**config.mk**
```make
export PLATFORM = sky130hd
export DESIGN_NAME = csf_top
export DESIGN_NICKNAME = d
export VERILOG_FILES = /design/src/logic/csf_top.v
export VERILOG_INCLUDE_DIRS = /design/src /design/src/logic
export SDC_FILE = /design/constraint.sdc
export NUM_CORES = 2
export LEC_CHECK = 0
export ABC_CLOCK_PERIOD_IN_PS = 12300
export BUFFER_PORTS_ARGS = -buffer_cell sky130_fd_sc_hd__buf_2
export CAP_MARGIN = 0
export CORE_AREA = 2 2 340 342
export DETAILED_ROUTE_END_ITERATION = 12
export DIE_AREA = 0 0 342 344
export GPL_TIMING_DRIVEN = 0
export HOLD_SLACK_MARGIN = 0.08
export MAX_ROUTING_LAYER = met4
export PLACE_DENSITY = 0.54
export SYNTH_ARGS = -nofsm -noshare
export SYNTH_HDL_FRONTEND = slang
export SYNTH_SLANG_ARGS = --single-unit
```
**constraint.sdc**
```tcl
create_clock -name CORE_CLK -period 12.3 [get_ports CORE_CLK]
set_input_delay 2.46 -clock CORE_CLK [delete_from_list [all_inputs] [get_ports CORE_CLK]]
set_output_delay 2.46 -clock CORE_CLK [all_outputs]
set_load 0.01 [all_outputs]
```
**src/logic/csf_regs.vh**
```
// register offsets, field positions, reset values and rate constants of the sinc3 datapath
`ifndef CSF_REGS_VH
`define CSF_REGS_VH
`define CSF_OFS_RATE 8'h00
`define CSF_OFS_GAIN 8'h04
`define CSF_OFS_FILT 8'h08
`define CSF_OFS_STAT 8'h0C
`define CSF_RATE_SEL_LSB 0
`define CSF_MIXED_BIT 2
`define CSF_GAIN_LSB 0
`define CSF_BYP_BIT 5
`define CSF_OVR_BIT 0
`define CSF_PEND_BIT 1
`define CSF_LEVEL_LSB 4
`define CSF_RATE_RST 2'h0
`define CSF_MIXED_RST 1'b0
`define CSF_GAIN_RST 3'h0
`define CSF_BYP_RST 1'b0
`define CSF_MOD_DIV_M1 3'h7
`define CSF_LOG2N_BASE 5'h05
`define CSF_ADC_W 24
`define CSF_DATA_FLAG 1'b0
`define CSF_RESP_OKAY 2'h0
`define CSF_RESP_SLVERR 2'h2
`endif

```
**src/logic/csf_top.v**
```verilog
// sinc3 decimator, sinc3 interpolator and dac sigma-delta modulator of one codec channel
// Operation
// - adc modulator bit taken once per eight device master clocks feeds the decimator
// - decimator is three integrators and three combs, n is the oversampling ratio
// - at n=32 one adc word per 32 modulator bits, device master clock over 256
// - at n=32 each stage grows the word by five bits
// - at n=32 the 16-bit data mode word carries one zero lsb
// - slower rates grow the word up to 24 bits at n=256, then truncated
// - adc result two's complement, data mode sends the top 16 bits
// - mixed mode sends a flag msb and 15 sample bits
// - dac samples are two's complement, 7FFF positive and 8000 negative full scale
// - interpolator is sinc3 with the same n, up to master clock over eight
// - one dac sample per period, previous sample reused when none arrives
// - bypass bit 5 of the filter control register skips the interpolator
// - second order sigma-delta turns 16-bit values into one bit per modulator tick
// - gain field bits 0 to 2 select 0 to 38 db encoder gain
// - device master clock is the core clock divided by an on-chip divider
// - rate select field of two bits picks one of four sample rates
`timescale 1ns/1ps
`include "csf_regs.vh"

module csf_fifo #(
   parameter W = 16,
   parameter D = 8,
   parameter AW = 3
) (
   // clock and reset
   input wire clk,
   input wire rst_n,
   // fill side
   input wire [W-1:0] in_data,
   input wire in_valid,
   output wire in_ready,
   // drain side
   output wire [W-1:0] out_data,
   output wire out_valid,
   input wire out_ready,
   // fill level
   output wire [AW:0] level
);
   reg [W-1:0] mem [0:D-1];
   reg [AW-1:0] wr_reg;
   reg [AW-1:0] rd_reg;
   reg [AW:0] cnt_reg;
   wire push;
   wire pop;
   assign in_ready = (cnt_reg != D[AW:0]);
   assign out_valid = (cnt_reg != {(AW+1){1'b0}});
   assign out_data = mem[rd_reg];
   assign level = cnt_reg;
   assign push = in_valid & in_ready;
   assign pop = out_valid & out_ready;
   always @(posedge clk)
   begin
      if (push)
         mem[wr_reg] <= in_data;
   end
   always @(posedge clk or negedge rst_n)
   begin
      if (!rst_n)
      begin
         wr_reg <= {AW{1'b0}};
         rd_reg <= {AW{1'b0}};
         cnt_reg <= {(AW+1){1'b0}};
      end
      else
      begin
         if (push)
            wr_reg <= (wr_reg == D[AW-1:0] - 1'b1) ? {AW{1'b0}} : wr_reg + 1'b1;
         if (pop)
            rd_reg <= (rd_reg == D[AW-1:0] - 1'b1) ? {AW{1'b0}} : rd_reg + 1'b1;
         if (push & ~pop)
            cnt_reg <= cnt_reg + 1'b1;
         else if (pop & ~push)
            cnt_reg <= cnt_reg - 1'b1;
      end
   end
endmodule

module csf_top #(
   parameter MCLK_DIV = 2,
   parameter FIFO_DEPTH = 8,
   parameter FIFO_AW = 3
) (
   // clock and reset
   input wire CORE_CLK,
   input wire RST_N,
   // axi4-lite write address and data
   input wire [7:0] S_AXI_AWADDR,
   input wire S_AXI_AWVALID,
   output wire S_AXI_AWREADY,
   input wire [31:0] S_AXI_WDATA,
   input wire [3:0] S_AXI_WSTRB,
   input wire S_AXI_WVALID,
   output wire S_AXI_WREADY,
   // axi4-lite write response
   output wire [1:0] S_AXI_BRESP,
   output wire S_AXI_BVALID,
   input wire S_AXI_BREADY,
   // axi4-lite read
   input wire [7:0] S_AXI_ARADDR,
   input wire S_AXI_ARVALID,
   output wire S_AXI_ARREADY,
   output wire [31:0] S_AXI_RDATA,
   output wire [1:0] S_AXI_RRESP,
   output wire S_AXI_RVALID,
   input wire S_AXI_RREADY,
   // encoder side
   input wire ADC_MOD_BIT,
   output wire [2:0] INPUT_GAIN_SEL,
   output wire [15:0] ADC_WORD,
   output wire ADC_VALID,
   input wire ADC_READY,
   // decoder side
   input wire [15:0] DAC_WORD,
   input wire DAC_VALID,
   output wire DAC_READY,
   output wire DAC_BIT,
   // rate strobes
   output wire MOD_TICK,
   output wire SAMPLE_TICK
);
   reg [7:0] dm_cnt_reg;
   reg [2:0] mod_cnt_reg;
   reg [7:0] dec_cnt_reg;
   reg [1:0] rate_reg;
   reg mixed_reg;
   reg [2:0] gain_reg;
   reg byp_reg;
   reg ovr_reg;
   reg ovr_next;
   reg aw_held_reg;
   reg [7:0] aw_addr_reg;
   reg w_held_reg;
   reg [31:0] w_data_reg;
   reg w_strb0_reg;
   reg bvalid_reg;
   reg [1:0] bresp_reg;
   reg rvalid_reg;
   reg [31:0] rdata_reg;
   reg [1:0] rresp_reg;
   reg [24:0] i1_reg;
   reg [24:0] i2_reg;
   reg [24:0] i3_reg;
   reg [24:0] d1_reg;
   reg [24:0] d2_reg;
   reg [24:0] d3_reg;
   reg [15:0] adc_word_reg;
   reg adc_pend_reg;
   reg [15:0] dac_latest_reg;
   reg [15:0] dac_cur_reg;
   reg signed [33:0] p1_reg;
   reg signed [33:0] p2_reg;
   reg signed [33:0] p3_reg;
   reg signed [33:0] j1_reg;
   reg signed [33:0] j2_reg;
   reg signed [33:0] j3_reg;
   reg [15:0] interp_reg;
   reg signed [21:0] v1_reg;
   reg signed [21:0] v2_reg;
   reg dac_bit_reg;
   wire dm_tick;
   wire mod_tick;
   wire dec_tick;
   wire [24:0] c1;
   wire [24:0] c2;
   wire [24:0] c3;
   wire [24:0] half;
   wire [24:0] ctr;
   wire [24:0] ctr_sat;
   wire [24:0] left;
   wire [23:0] res24;
   wire [15:0] adc_new;
   wire fifo_in_ready;
   wire [FIFO_AW:0] fifo_level;
   wire signed [33:0] x34;
   wire signed [33:0] e1;
   wire signed [33:0] e2;
   wire signed [33:0] e3;
   wire signed [33:0] add_v;
   wire signed [33:0] j3_new;
   wire signed [33:0] shifted;
   wire [15:0] dsm_in;
   wire signed [21:0] x22;
   wire signed [21:0] fb;
   wire signed [21:0] v1_new;
   wire signed [21:0] v2_new;
   wire wr_go;
   wire wr_hit;
   wire ar_go;

   // log2 of the oversampling ratio
   function [4:0] log2n;
      input [1:0] rs;
      log2n = `CSF_LOG2N_BASE + {3'h0, rs};
   endfunction

   // last count of the decimation period
   function [7:0] n_minus1;
      input [1:0] rs;
      reg [8:0] t;
      begin
         t = (9'h020 << rs) - 9'h001;
         n_minus1 = t[7:0];
      end
   endfunction

   // clip a loop state to +/-(2^20-1); two clipped states plus feedback still fit in 22 bits
   function signed [21:0] clip22;
      input signed [21:0] v;
      begin
         if (v > 22'sh0FFFFF)
            clip22 = 22'sh0FFFFF;
         else if (v < -22'sh0FFFFF)
            clip22 = -22'sh0FFFFF;
         else
            clip22 = v;
      end
   endfunction

   // divide the core clock down to the device master clock and modulator rate
   always @(posedge CORE_CLK or negedge RST_N)
   begin
      if (!RST_N)
      begin
         dm_cnt_reg <= 8'h00;
         mod_cnt_reg <= 3'h0;
         dec_cnt_reg <= 8'h00;
      end
      else
      begin
         dm_cnt_reg <= dm_tick ? 8'h00 : dm_cnt_reg + 8'h01;
         if (dm_tick)
            mod_cnt_reg <= mod_cnt_reg + 3'h1;
         if (mod_tick)
            dec_cnt_reg <= dec_tick ? 8'h00 : dec_cnt_reg + 8'h01;
      end
   end
   assign dm_tick = (dm_cnt_reg == MCLK_DIV[7:0] - 8'h01);
   assign mod_tick = dm_tick & (mod_cnt_reg == `CSF_MOD_DIV_M1);
   assign dec_tick = mod_tick & (dec_cnt_reg == n_minus1(rate_reg));
   assign MOD_TICK = mod_tick;
   assign SAMPLE_TICK = dec_tick;

   // decimator: integrators at the modulator rate, combs at the output rate
   always @(posedge CORE_CLK or negedge RST_N)
   begin
      if (!RST_N)
      begin
         i1_reg <= 25'h0000000;
         i2_reg <= 25'h0000000;
         i3_reg <= 25'h0000000;
         d1_reg <= 25'h0000000;
         d2_reg <= 25'h0000000;
         d3_reg <= 25'h0000000;
      end
      else
      begin
         if (mod_tick)
         begin
            i1_reg <= i1_reg + {24'h000000, ADC_MOD_BIT};
            i2_reg <= i2_reg + i1_reg;
            i3_reg <= i3_reg + i2_reg;
         end
         if (dec_tick)
         begin
            d1_reg <= i3_reg;
            d2_reg <= c1;
            d3_reg <= c2;
         end
      end
   end
   // modulo arithmetic: integrator wrap cancels in the combs
   assign c1 = i3_reg - d1_reg;
   assign c2 = c1 - d2_reg;
   assign c3 = c2 - d3_reg;
   // grown word is 3*log2n bits; centre it to two's complement around n^3/2
   assign half = 25'h0000001 << (5'd3 * log2n(rate_reg) - 5'd1);
   assign ctr = c3 - half;
   assign ctr_sat = (c3 == {half[23:0], 1'b0}) ? half - 25'h0000001 : ctr;
   assign left = ctr_sat << (5'd24 - 5'd3 * log2n(rate_reg));
   assign res24 = left[`CSF_ADC_W-1:0];
   // top bits only, no rounding; at n=32 the low bit comes out zero in data mode
   assign adc_new = mixed_reg ? {`CSF_DATA_FLAG, res24[23:9]}
                              : res24[23:8];

   // hold one word for the fifo; a word not yet taken at the next period is lost
   always @(posedge CORE_CLK or negedge RST_N)
   begin
      if (!RST_N)
      begin
         adc_word_reg <= 16'h0000;
         adc_pend_reg <= 1'b0;
         ovr_reg <= 1'b0;
      end
      else
      begin
         ovr_reg <= ovr_next;
         if (dec_tick)
         begin
            adc_word_reg <= adc_new;
            adc_pend_reg <= 1'b1;
         end
         else if (fifo_in_ready)
            adc_pend_reg <= 1'b0;
      end
   end
   // overrun set wins over a software clear in the same cycle
   always @*
   begin
      ovr_next = ovr_reg;
      if (wr_hit && aw_addr_reg == `CSF_OFS_STAT && w_data_reg[`CSF_OVR_BIT])
         ovr_next = 1'b0;
      if (dec_tick && adc_pend_reg && !fifo_in_ready)
         ovr_next = 1'b1;
   end

   csf_fifo #(
      .W(16),
      .D(FIFO_DEPTH),
      .AW(FIFO_AW)
   ) u_fifo (
      .clk(CORE_CLK),
      .rst_n(RST_N),
      .in_data(adc_word_reg),
      .in_valid(adc_pend_reg),
      .in_ready(fifo_in_ready),
      .out_data(ADC_WORD),
      .out_valid(ADC_VALID),
      .out_ready(ADC_READY),
      .level(fifo_level)
   );

   // dac sample: latest word from the host, taken up once per period
   assign DAC_READY = 1'b1;
   always @(posedge CORE_CLK or negedge RST_N)
   begin
      if (!RST_N)
      begin
         dac_latest_reg <= 16'h0000;
         dac_cur_reg <= 16'h0000;
      end
      else
      begin
         if (DAC_VALID)
            dac_latest_reg <= DAC_WORD;
         if (dec_tick)
            dac_cur_reg <= dac_latest_reg;
      end
   end

   // interpolator: combs at the sample rate, zero-stuffed integrators at modulator rate
   assign x34 = {{18{dac_cur_reg[15]}}, dac_cur_reg};
   assign e1 = x34 - p1_reg;
   assign e2 = e1 - p2_reg;
   assign e3 = e2 - p3_reg;
   assign add_v = dec_tick ? e3 : 34'sh000000000;
   assign j3_new = j3_reg + j2_reg;
   // gain of the interpolator is n^2, removed by an arithmetic shift
   assign shifted = j3_new >>> {log2n(rate_reg), 1'b0};
   always @(posedge CORE_CLK or negedge RST_N)
   begin
      if (!RST_N)
      begin
         p1_reg <= 34'sh000000000;
         p2_reg <= 34'sh000000000;
         p3_reg <= 34'sh000000000;
         j1_reg <= 34'sh000000000;
         j2_reg <= 34'sh000000000;
         j3_reg <= 34'sh000000000;
         interp_reg <= 16'h0000;
      end
      else
      begin
         if (dec_tick)
         begin
            p1_reg <= x34;
            p2_reg <= e1;
            p3_reg <= e2;
         end
         if (mod_tick)
         begin
            j1_reg <= j1_reg + add_v;
            j2_reg <= j2_reg + j1_reg;
            j3_reg <= j3_new;
            interp_reg <= shifted[15:0];
         end
      end
   end
   assign dsm_in = byp_reg ? dac_cur_reg : interp_reg;

   // second order sigma-delta; states are clipped since a full-scale input winds the loop past 22 bits
   assign x22 = {{6{dsm_in[15]}}, dsm_in};
   assign fb = dac_bit_reg ? 22'sh008000 : -22'sh008000;
   assign v1_new = clip22(v1_reg + x22 - fb);
   // second stage takes the fresh first-stage value, giving a noise transfer of (1-z^-1)^2
   assign v2_new = clip22(v2_reg + v1_new - fb);
   always @(posedge CORE_CLK or negedge RST_N)
   begin
      if (!RST_N)
      begin
         v1_reg <= 22'sh000000;
         v2_reg <= 22'sh000000;
         dac_bit_reg <= 1'b0;
      end
      else if (mod_tick)
      begin
         v1_reg <= v1_new;
         v2_reg <= v2_new;
         dac_bit_reg <= ~v2_new[21];
      end
   end
   assign DAC_BIT = dac_bit_reg;
   assign INPUT_GAIN_SEL = gain_reg;

   // axi4-lite slave: address and data latched independently
   assign S_AXI_AWREADY = ~aw_held_reg;
   assign S_AXI_WREADY = ~w_held_reg;
   assign S_AXI_BVALID = bvalid_reg;
   assign S_AXI_BRESP = bresp_reg;
   assign S_AXI_ARREADY = ~rvalid_reg;
   assign S_AXI_RVALID = rvalid_reg;
   assign S_AXI_RDATA = rdata_reg;
   assign S_AXI_RRESP = rresp_reg;
   assign wr_go = aw_held_reg & w_held_reg & ~bvalid_reg;
   assign wr_hit = wr_go & w_strb0_reg;
   assign ar_go = S_AXI_ARVALID & ~rvalid_reg;
   always @(posedge CORE_CLK or negedge RST_N)
   begin
      if (!RST_N)
      begin
         aw_held_reg <= 1'b0;
         aw_addr_reg <= 8'h00;
         w_held_reg <= 1'b0;
         w_data_reg <= 32'h00000000;
         w_strb0_reg <= 1'b0;
         bvalid_reg <= 1'b0;
         bresp_reg <= `CSF_RESP_OKAY;
         rate_reg <= `CSF_RATE_RST;
         mixed_reg <= `CSF_MIXED_RST;
         gain_reg <= `CSF_GAIN_RST;
         byp_reg <= `CSF_BYP_RST;
      end
      else
      begin
         if (S_AXI_AWVALID & ~aw_held_reg)
         begin
            aw_held_reg <= 1'b1;
            aw_addr_reg <= {S_AXI_AWADDR[7:2], 2'h0};
         end
         if (S_AXI_WVALID & ~w_held_reg)
         begin
            w_held_reg <= 1'b1;
            w_data_reg <= S_AXI_WDATA;
            w_strb0_reg <= S_AXI_WSTRB[0];
         end
         if (wr_go)
         begin
            aw_held_reg <= 1'b0;
            w_held_reg <= 1'b0;
            bvalid_reg <= 1'b1;
            bresp_reg <= `CSF_RESP_OKAY;
            case (aw_addr_reg)
               `CSF_OFS_RATE:
               begin
                  if (w_strb0_reg)
                  begin
                     rate_reg <= w_data_reg[`CSF_RATE_SEL_LSB+1:`CSF_RATE_SEL_LSB];
                     mixed_reg <= w_data_reg[`CSF_MIXED_BIT];
                  end
               end
               `CSF_OFS_GAIN:
               begin
                  if (w_strb0_reg)
                     gain_reg <= w_data_reg[`CSF_GAIN_LSB+2:`CSF_GAIN_LSB];
               end
               `CSF_OFS_FILT:
               begin
                  if (w_strb0_reg)
                     byp_reg <= w_data_reg[`CSF_BYP_BIT];
               end
               `CSF_OFS_STAT:
                  bresp_reg <= `CSF_RESP_OKAY;
               default:
                  bresp_reg <= `CSF_RESP_SLVERR;
            endcase
         end
         else if (bvalid_reg & S_AXI_BREADY)
            bvalid_reg <= 1'b0;
      end
   end

   // read side: one cycle from address to data
   always @(posedge CORE_CLK or negedge RST_N)
   begin
      if (!RST_N)
      begin
         rvalid_reg <= 1'b0;
         rdata_reg <= 32'h00000000;
         rresp_reg <= `CSF_RESP_OKAY;
      end
      else if (ar_go)
      begin
         rvalid_reg <= 1'b1;
         rresp_reg <= `CSF_RESP_OKAY;
         rdata_reg <= 32'h00000000;
         case ({S_AXI_ARADDR[7:2], 2'h0})
            `CSF_OFS_RATE:
               rdata_reg <= {29'h00000000, mixed_reg, rate_reg};
            `CSF_OFS_GAIN:
               rdata_reg <= {29'h00000000, gain_reg};
            `CSF_OFS_FILT:
               rdata_reg <= {26'h0000000, byp_reg, 5'h00};
            `CSF_OFS_STAT:
               rdata_reg <= {{(28-FIFO_AW-1){1'b0}}, fifo_level, 2'h0, adc_pend_reg, ovr_reg};
            default:
               rresp_reg <= `CSF_RESP_SLVERR;
         endcase
      end
      else if (rvalid_reg & S_AXI_RREADY)
         rvalid_reg <= 1'b0;
   end
endmodule

```
=== Word level (Yosys, flattened, before mapping) ===
Memories as Yosys holds them, arrays and structs flattened.
Index checks and enable logic that the tools add are counted.

* Input bits: 78
* Memory bits (writable): 128
* Bits in latches: 0
* Register bits: 519
* Memory bits (read-only): 0
* Memories kept: 1

* Shifts and indexed selects: 4
* Bitwise gates (word level): 21
* $add $sub $neg: 29
* Mux-type cells: 32
* $mul: 1
* Reduce and logical (&&, ||, !) cells: 20
* Eq/ne operators: 13
* Order comparisons: 4
* Divide/modulo/power cells: 0

{| class="wikitable"
|+ Memory list
! name !! words !! bits a word !! rd ports !! clocked after Yosys merged registers in !! wr ports !! RTL line !! RTL
|-
| u_fifo.mem || 8 || 16 || 1 || 0 || 1 || csf_top.v:41 || <nowiki>reg [W-1:0] mem [0:D-1];</nowiki>
|}

{| class="wikitable"
|+ Operators by type and width
! kind !! number
|-
| $mux 22 || 5
|-
| $add 34x34->34 || 3
|-
| $sub 25x25->25 || 4
|-
| $add 25x25->25 || 2
|-
| $gt 22x21->1 const B || 2
|-
| $lt 22x21->1 const B || 2
|-
| $sub 22x22->22 || 2
|-
| $mux 34 || 1
|-
| $sshr 34x5->16 || 1
|-
| $sub 34x34->34 || 1
|-
| $mux 16 || 2
|-
| $pmux 8 s4 || 1
|-
| $add 25x1->25 || 1
|-
| $eq 25x25->1 || 1
|-
| $mux 25 || 1
|-
| $shl 1x5->25 const A || 1
|-
| $shl 25x5->24 || 1
|-
| $sub 25x1->25 const B || 1
|-
| $eq 6x2->1 const B || 4
|-
| $add 22x16->22 || 1
|-
| $add 22x22->22 || 1
|-
| $sub 17x17->18 || 1
|-
| $sub 16x16->17 || 1
|-
| $add 8x1->8 const B || 2
|-
| other kinds (29) || 82
|}

=== Longest topological paths before layout ===
* Word-level depth: 12
* Mapped depth: 46

=== Cells and area by module ===
A second synthesis with hierarchy kept.

* Cell total of the unflattened synthesis: 4823
* Area, all modules: 43905.9 µm²

{| class="wikitable"
|+ Modules (own cells, without submodules)
! module !! sequential area each (µm²) !! instances !! area each (µm²) !! cells each
|-
| csf_top || 11611.1 || 1 || 38314.2 || 4574
|-
| csf_fifo || 4093.9 || 1 || 5591.6 || 249
|}

=== Worst setup path after synthesis ===
OpenSTA, ideal clock, no wires.

* Kind: reg-to-reg
* Start point: register i3_reg[1]
* End point: register adc_word_reg[11]
* Setup time: 123 ps
* Stages on the path, launching flop included: 46
* Arrival time: 9177 ps
* Path buffers: 3
* Setup slack: 3001 ps
* Cell sequence: dfrtp_1 > ha_1 > nor2b_1 > o21ai_0 > a21boi_0 > o21ai_0 > a21boi_0 > o21ai_0 > a21boi_0 > o21ai_0 > a21boi_0 > o21ai_0 > a21oi_1 > or3_1 > a21oi_1 > xnor2_1 > ha_1 > a21oi_1 > [10 not listed] > and2_0 > a2111oi_0 > o2111ai_1 > a21oi_1 > nand4_1 > nor4b_1 > nand4_1 > or4b_4 > buf_6 > or4_4 > nand2_4 > buf_12 > mux4_2 > and2_1 > nor4_1 > o2bb2ai_1 > a311o_1 > o221a_2

* Word-level cells in the longest chain between the ends: 7
* Elaborated cells on any way between the ends: 8
* Those cells by class: 4 x add/sub; 1 x eq/ne; 1 x shift; 2 x mux

{| class="wikitable"
|+ Ends and longest elaborated chain
! element !! RTL line !! RTL
|-
| start, declared || csf_top.v:144 || <nowiki>reg [24:0] i3_reg;</nowiki>
|-
| start signal, assigned || csf_top.v:263 || <nowiki>i3_reg <= i3_reg + i2_reg;</nowiki>
|-
| $sub 25x25->25 (*) || csf_top.v:274 || <nowiki>assign c1 = i3_reg - d1_reg;</nowiki>
|-
| net c1[15] || csf_top.v:165 || <nowiki>wire [24:0] c1;</nowiki>
|-
| $sub 25x25->25 (*) || csf_top.v:275 || <nowiki>assign c2 = c1 - d2_reg;</nowiki>
|-
| net c2[22] || csf_top.v:166 || <nowiki>wire [24:0] c2;</nowiki>
|-
| $sub 25x25->25 (*) || csf_top.v:276 || <nowiki>assign c3 = c2 - d3_reg;</nowiki>
|-
| $sub 25x25->25 / $eq 25x25->1 (equally long branches) || csf_top.v:279, csf_top.v:280 ||
|-
| $mux 25 (*) || csf_top.v:280 || <nowiki>assign ctr_sat = (c3 == {half[23:0], 1'b0}) ? half - 25'h0000001 : ctr;</nowiki>
|-
| $shl 25x5->24 (*) || csf_top.v:281 || <nowiki>assign left = ctr_sat << (5'd24 - 5'd3 * log2n(rate_reg));</nowiki>
|-
| $mux 16 (*) || csf_top.v:284 || <nowiki>assign adc_new = mixed_reg ? {`CSF_DATA_FLAG, res24[23:9]}</nowiki>
|-
| end signal, assigned || csf_top.v:301 || <nowiki>adc_word_reg <= adc_new;</nowiki>
|-
| end, declared || csf_top.v:148 || <nowiki>reg [15:0] adc_word_reg;</nowiki>
|}

Mark *: on every way through the listed nets, which the timed path passes. The rest lies on a longest branch.
A chain may end at the register's enable or synchronous reset.

=== Worst setup path after layout ===
* Start point: register i3_reg[1]
* End point: register adc_word_reg[12]

Same word-level chain as after synthesis.

==> metrics.md <==
| Metric | Value |
|---|---|
| Outcome | `finished clean` |
| Largest net degree at the start of global routing | `119` |
| Cell count after synthesis | `4787` |
| H-tree depth | `3` |
| Crit-path leading delay family | `compound AO/OA/AOI/OAI gates` |
| Final setup skew | `79.6 ps` |
| Nets | `5476` |
| Placeable core area | `114000 µm²` |
| Syn Area/Cell | `9.01 µm²` |
| Final hold vios | `0` |
| Ant diodes | `0` |
| Async SR Flop Fraction | `78.7%` |
| Hold Buf Count CTS | `0` |
| Max Clock Freq | `88.3 MHz` |
| Worst-Margin Slew | `1250 ps` |
| # IOs | `143` |
| Starting Density | `37.9%` |
| Biggest register | `u_fifo.mem` |
| Worst-Skew Late Latency | `690 ps` |
| Overall routing resource usage | `21.2%` |
| CTS Buf Count | `75` |
| Clock tree buffer depth | `3` |
| Hold Path End | `j3_reg[0]$_DFFE_PN0P_` |
| Fraction of the yosys area taken by sequential cells | `36.4%` |
| Synth cell types | `111` |
| Number of synthesis warnings | `0` |
| Rel. slew slack | `16.7%` |
| Initial antenna violation count | `2` |
| Starting DRT DRC Count | `2033` |
| Hpwl dp | `93500 µm` |
| Hold depth | `2` |
| Most frequent cells in the layout | `nand2_1, dfrtp_1, o21ai_0` |
| Final setup viols | `0` |
| Commonest non-fill, non-tap cell in the layout | `nand2_1` |
| Multi-input gate area | `25200 µm²` |
| Crit path DAT | `11800 ps` |
| Reg2Reg Launch Point | `i3_reg[1]$_DFFE_PN0P_` |
| Post-route setup slack | `980 ps` |
| # clock sinks | `602` |
| Crit path launch type | `flip-flop` |
| Height of the die | `344 µm` |
| Vias in the first global route | `33506` |
| Max-slew violations | `0` |
| Max incr delay on CP | `530 ps` |
| Final Core Density | `42.5%` |
| Period utilisation layout | `92.0%` |
| Fillers | `11303` |
| Max-Cap Viols | `0` |
| RSZ-0062 raised after global routing | `false` |
| CP max FO | `10` |
| Port Buffers | `77` |
| Dominant synthesized flop cell | `dfrtp_1` |
| Share of post-route cells with drive strength above 1 | `8.90%` |
| Final antenna-violating net count | `0` |
| WS Path Type | `flip-flop to flip-flop` |
| CP required | `12780 ps` |
| Root Buffer | `clkbuf_16` |
| Setup Buffers After CTS | `0` |
| Setup TNS after final layout | `0 ps` |
| Via Count | `34788` |
| Reg2Reg Setup Slack | `980 ps` |
| Post-cts resize count | `0` |
| DRC Markers | `0` |
| DRT Pass-1 Iters | `5` |
| Cell row count | `124` |
| Worst hold-check path type | `flip-flop to flip-flop` |
| Mapped cell area | `43100 µm²` |
| Pre-CTS setup slack | `589 ps` |
| Reg2reg path depth | `44` |
| Max reg flops | `128` |
| CP max stage cell | `or4_4` |
| Synth Register Bits | `602` |
| Post-synth EDFFs | `128` |
| Clk pin slew, worst setup/hold paths | `60 ps` |
| Gr ovfl total | `0` |
| Wire length per cell | `18.6 µm` |
| DR vias/cell | `5.31` |
| RD Place Congestion | `0.914` |
| Area growth syn-to-layout | `12.3%` |
| Routed wire length | `122000 µm` |
| Die Area | `118000 µm²` |
| CTS tree | `yes` |
| R2r endpoint | `adc_word_reg[12]$_DFFE_PN0P_` |
| CP Buf/Inv Count | `3` |
| Hold_sp | `j3_reg[0]$_DFFE_PN0P_` |
| Post-route minimum period | `11320 ps` |
| Global-route wire length before repair | `192000 µm` |
| Die span in x | `342 µm` |
| Register area | `15700 µm²` |
| CP Capture Type | `flip-flop` |
## layer usage
layer  vias to the layer above  global-route usage [%]  share of wire, %
li1                      17257                       -                 -
met1                     16671                    28.9                48
met2                       707                    34.0                46
met3                       153                    2.58               4.3
met4                         0                    4.60               2.0
met5                         -                       -                 0
## metrics by stage
| step | hold WS, ps | instance area, µm² | std cells |
|---|---|---|---|
| after global routing | 487 | 48400 | 6557 |
| after CTS | 479 | 48400 | 6558 |
| after detailed placement | 465 | 45800 | 6420 |
| final | 476 | 48400 | 6557 |
| after global placement | 459 | 45500 | 6405 |
| after floorplan | 441 | 43200 | 4816 |
## cells in the mapped netlist (40+ instances only)
cell type / n / area share, %
and3_1: 42 / 0.61
xnor2_1: 195 / 4.0
nand2b_1: 51 / 0.74
mux2_2: 79 / 2.1
clkbuf_1: 143 / 1.2
nor2b_1: 40 / 0.58
nand2_1: 648 / 5.6
dfrtp_1: 474 / 27
a21oi_1: 268 / 3.1
inv_1: 390 / 3.4
nor2_1: 300 / 2.6
mux4_2: 45 / 2.3
mux2i_1: 54 / 1.3
edfxtp_1: 128 / 8.9
xor2_1: 112 / 2.3
nor3_1: 86 / 1.0
a21boi_0: 61 / 1.1
o21ai_0: 433 / 5.0
nand3_1: 96 / 1.1
ha_1: 391 / 11
o21a_1: 41 / 0.71
a21o_1: 63 / 1.1
## cell type report
cell class	count	area share, %
Clock buffer	104	4.43
Tap cell	1512	3.91
Clock inverter	34	0.997
Sequential cell	602	32.4
Timing Repair Buffer	92	1.30
Buffer	195	1.83
Inverter	396	3.07
Multi-Input combinational cell	3622	52.0
## tightest hold or removal path, stage by stage (launching register included)
cell and delay, ps:
dfrtp_1 340, nand2_1 50, nand2_1 60
## kinds of logic (layout without fill, tap and decap cells)
family	Yosys count	count (layout)	synth area share, %
mux	182	182	5.79
compound gates	1213	1213	17.5
buf+inv	592	821	5.51
flops	602	602	36.4
other cells	2	31	0.0174
xor+xnor	316	316	6.71
simple gates	1464	1464	15.6
fa+ha+maj	416	416	12.5
## how the worst max path moves through the flow
stage / from / endpoint / slack (ps) / cells past startpoint
floorplan: i3_reg[1]$_DFFE_PN0P_ / adc_word_reg[11]$_DFFE_PN0P_ / 3000 / 45
global placement: RST_N / i1_reg[16]$_DFFE_PN0P_ / -1930 / 1
detailed placement: byp_reg$_DFFE_PN0P_ / v2_reg[13]$_DFFE_PN0P_ / 590 / 41
CTS: byp_reg$_DFFE_PN0P_ / v2_reg[13]$_DFFE_PN0P_ / 620 / 41
global route: i3_reg[1]$_DFFE_PN0P_ / adc_word_reg[12]$_DFFE_PN0P_ / 70 / 44
finish: i3_reg[1]$_DFFE_PN0P_ / adc_word_reg[12]$_DFFE_PN0P_ / 980 / 44
Power is left out: the tool's default activity adds up to more than one toggle a clock period on the data nets, which glitch-free logic cannot reach.
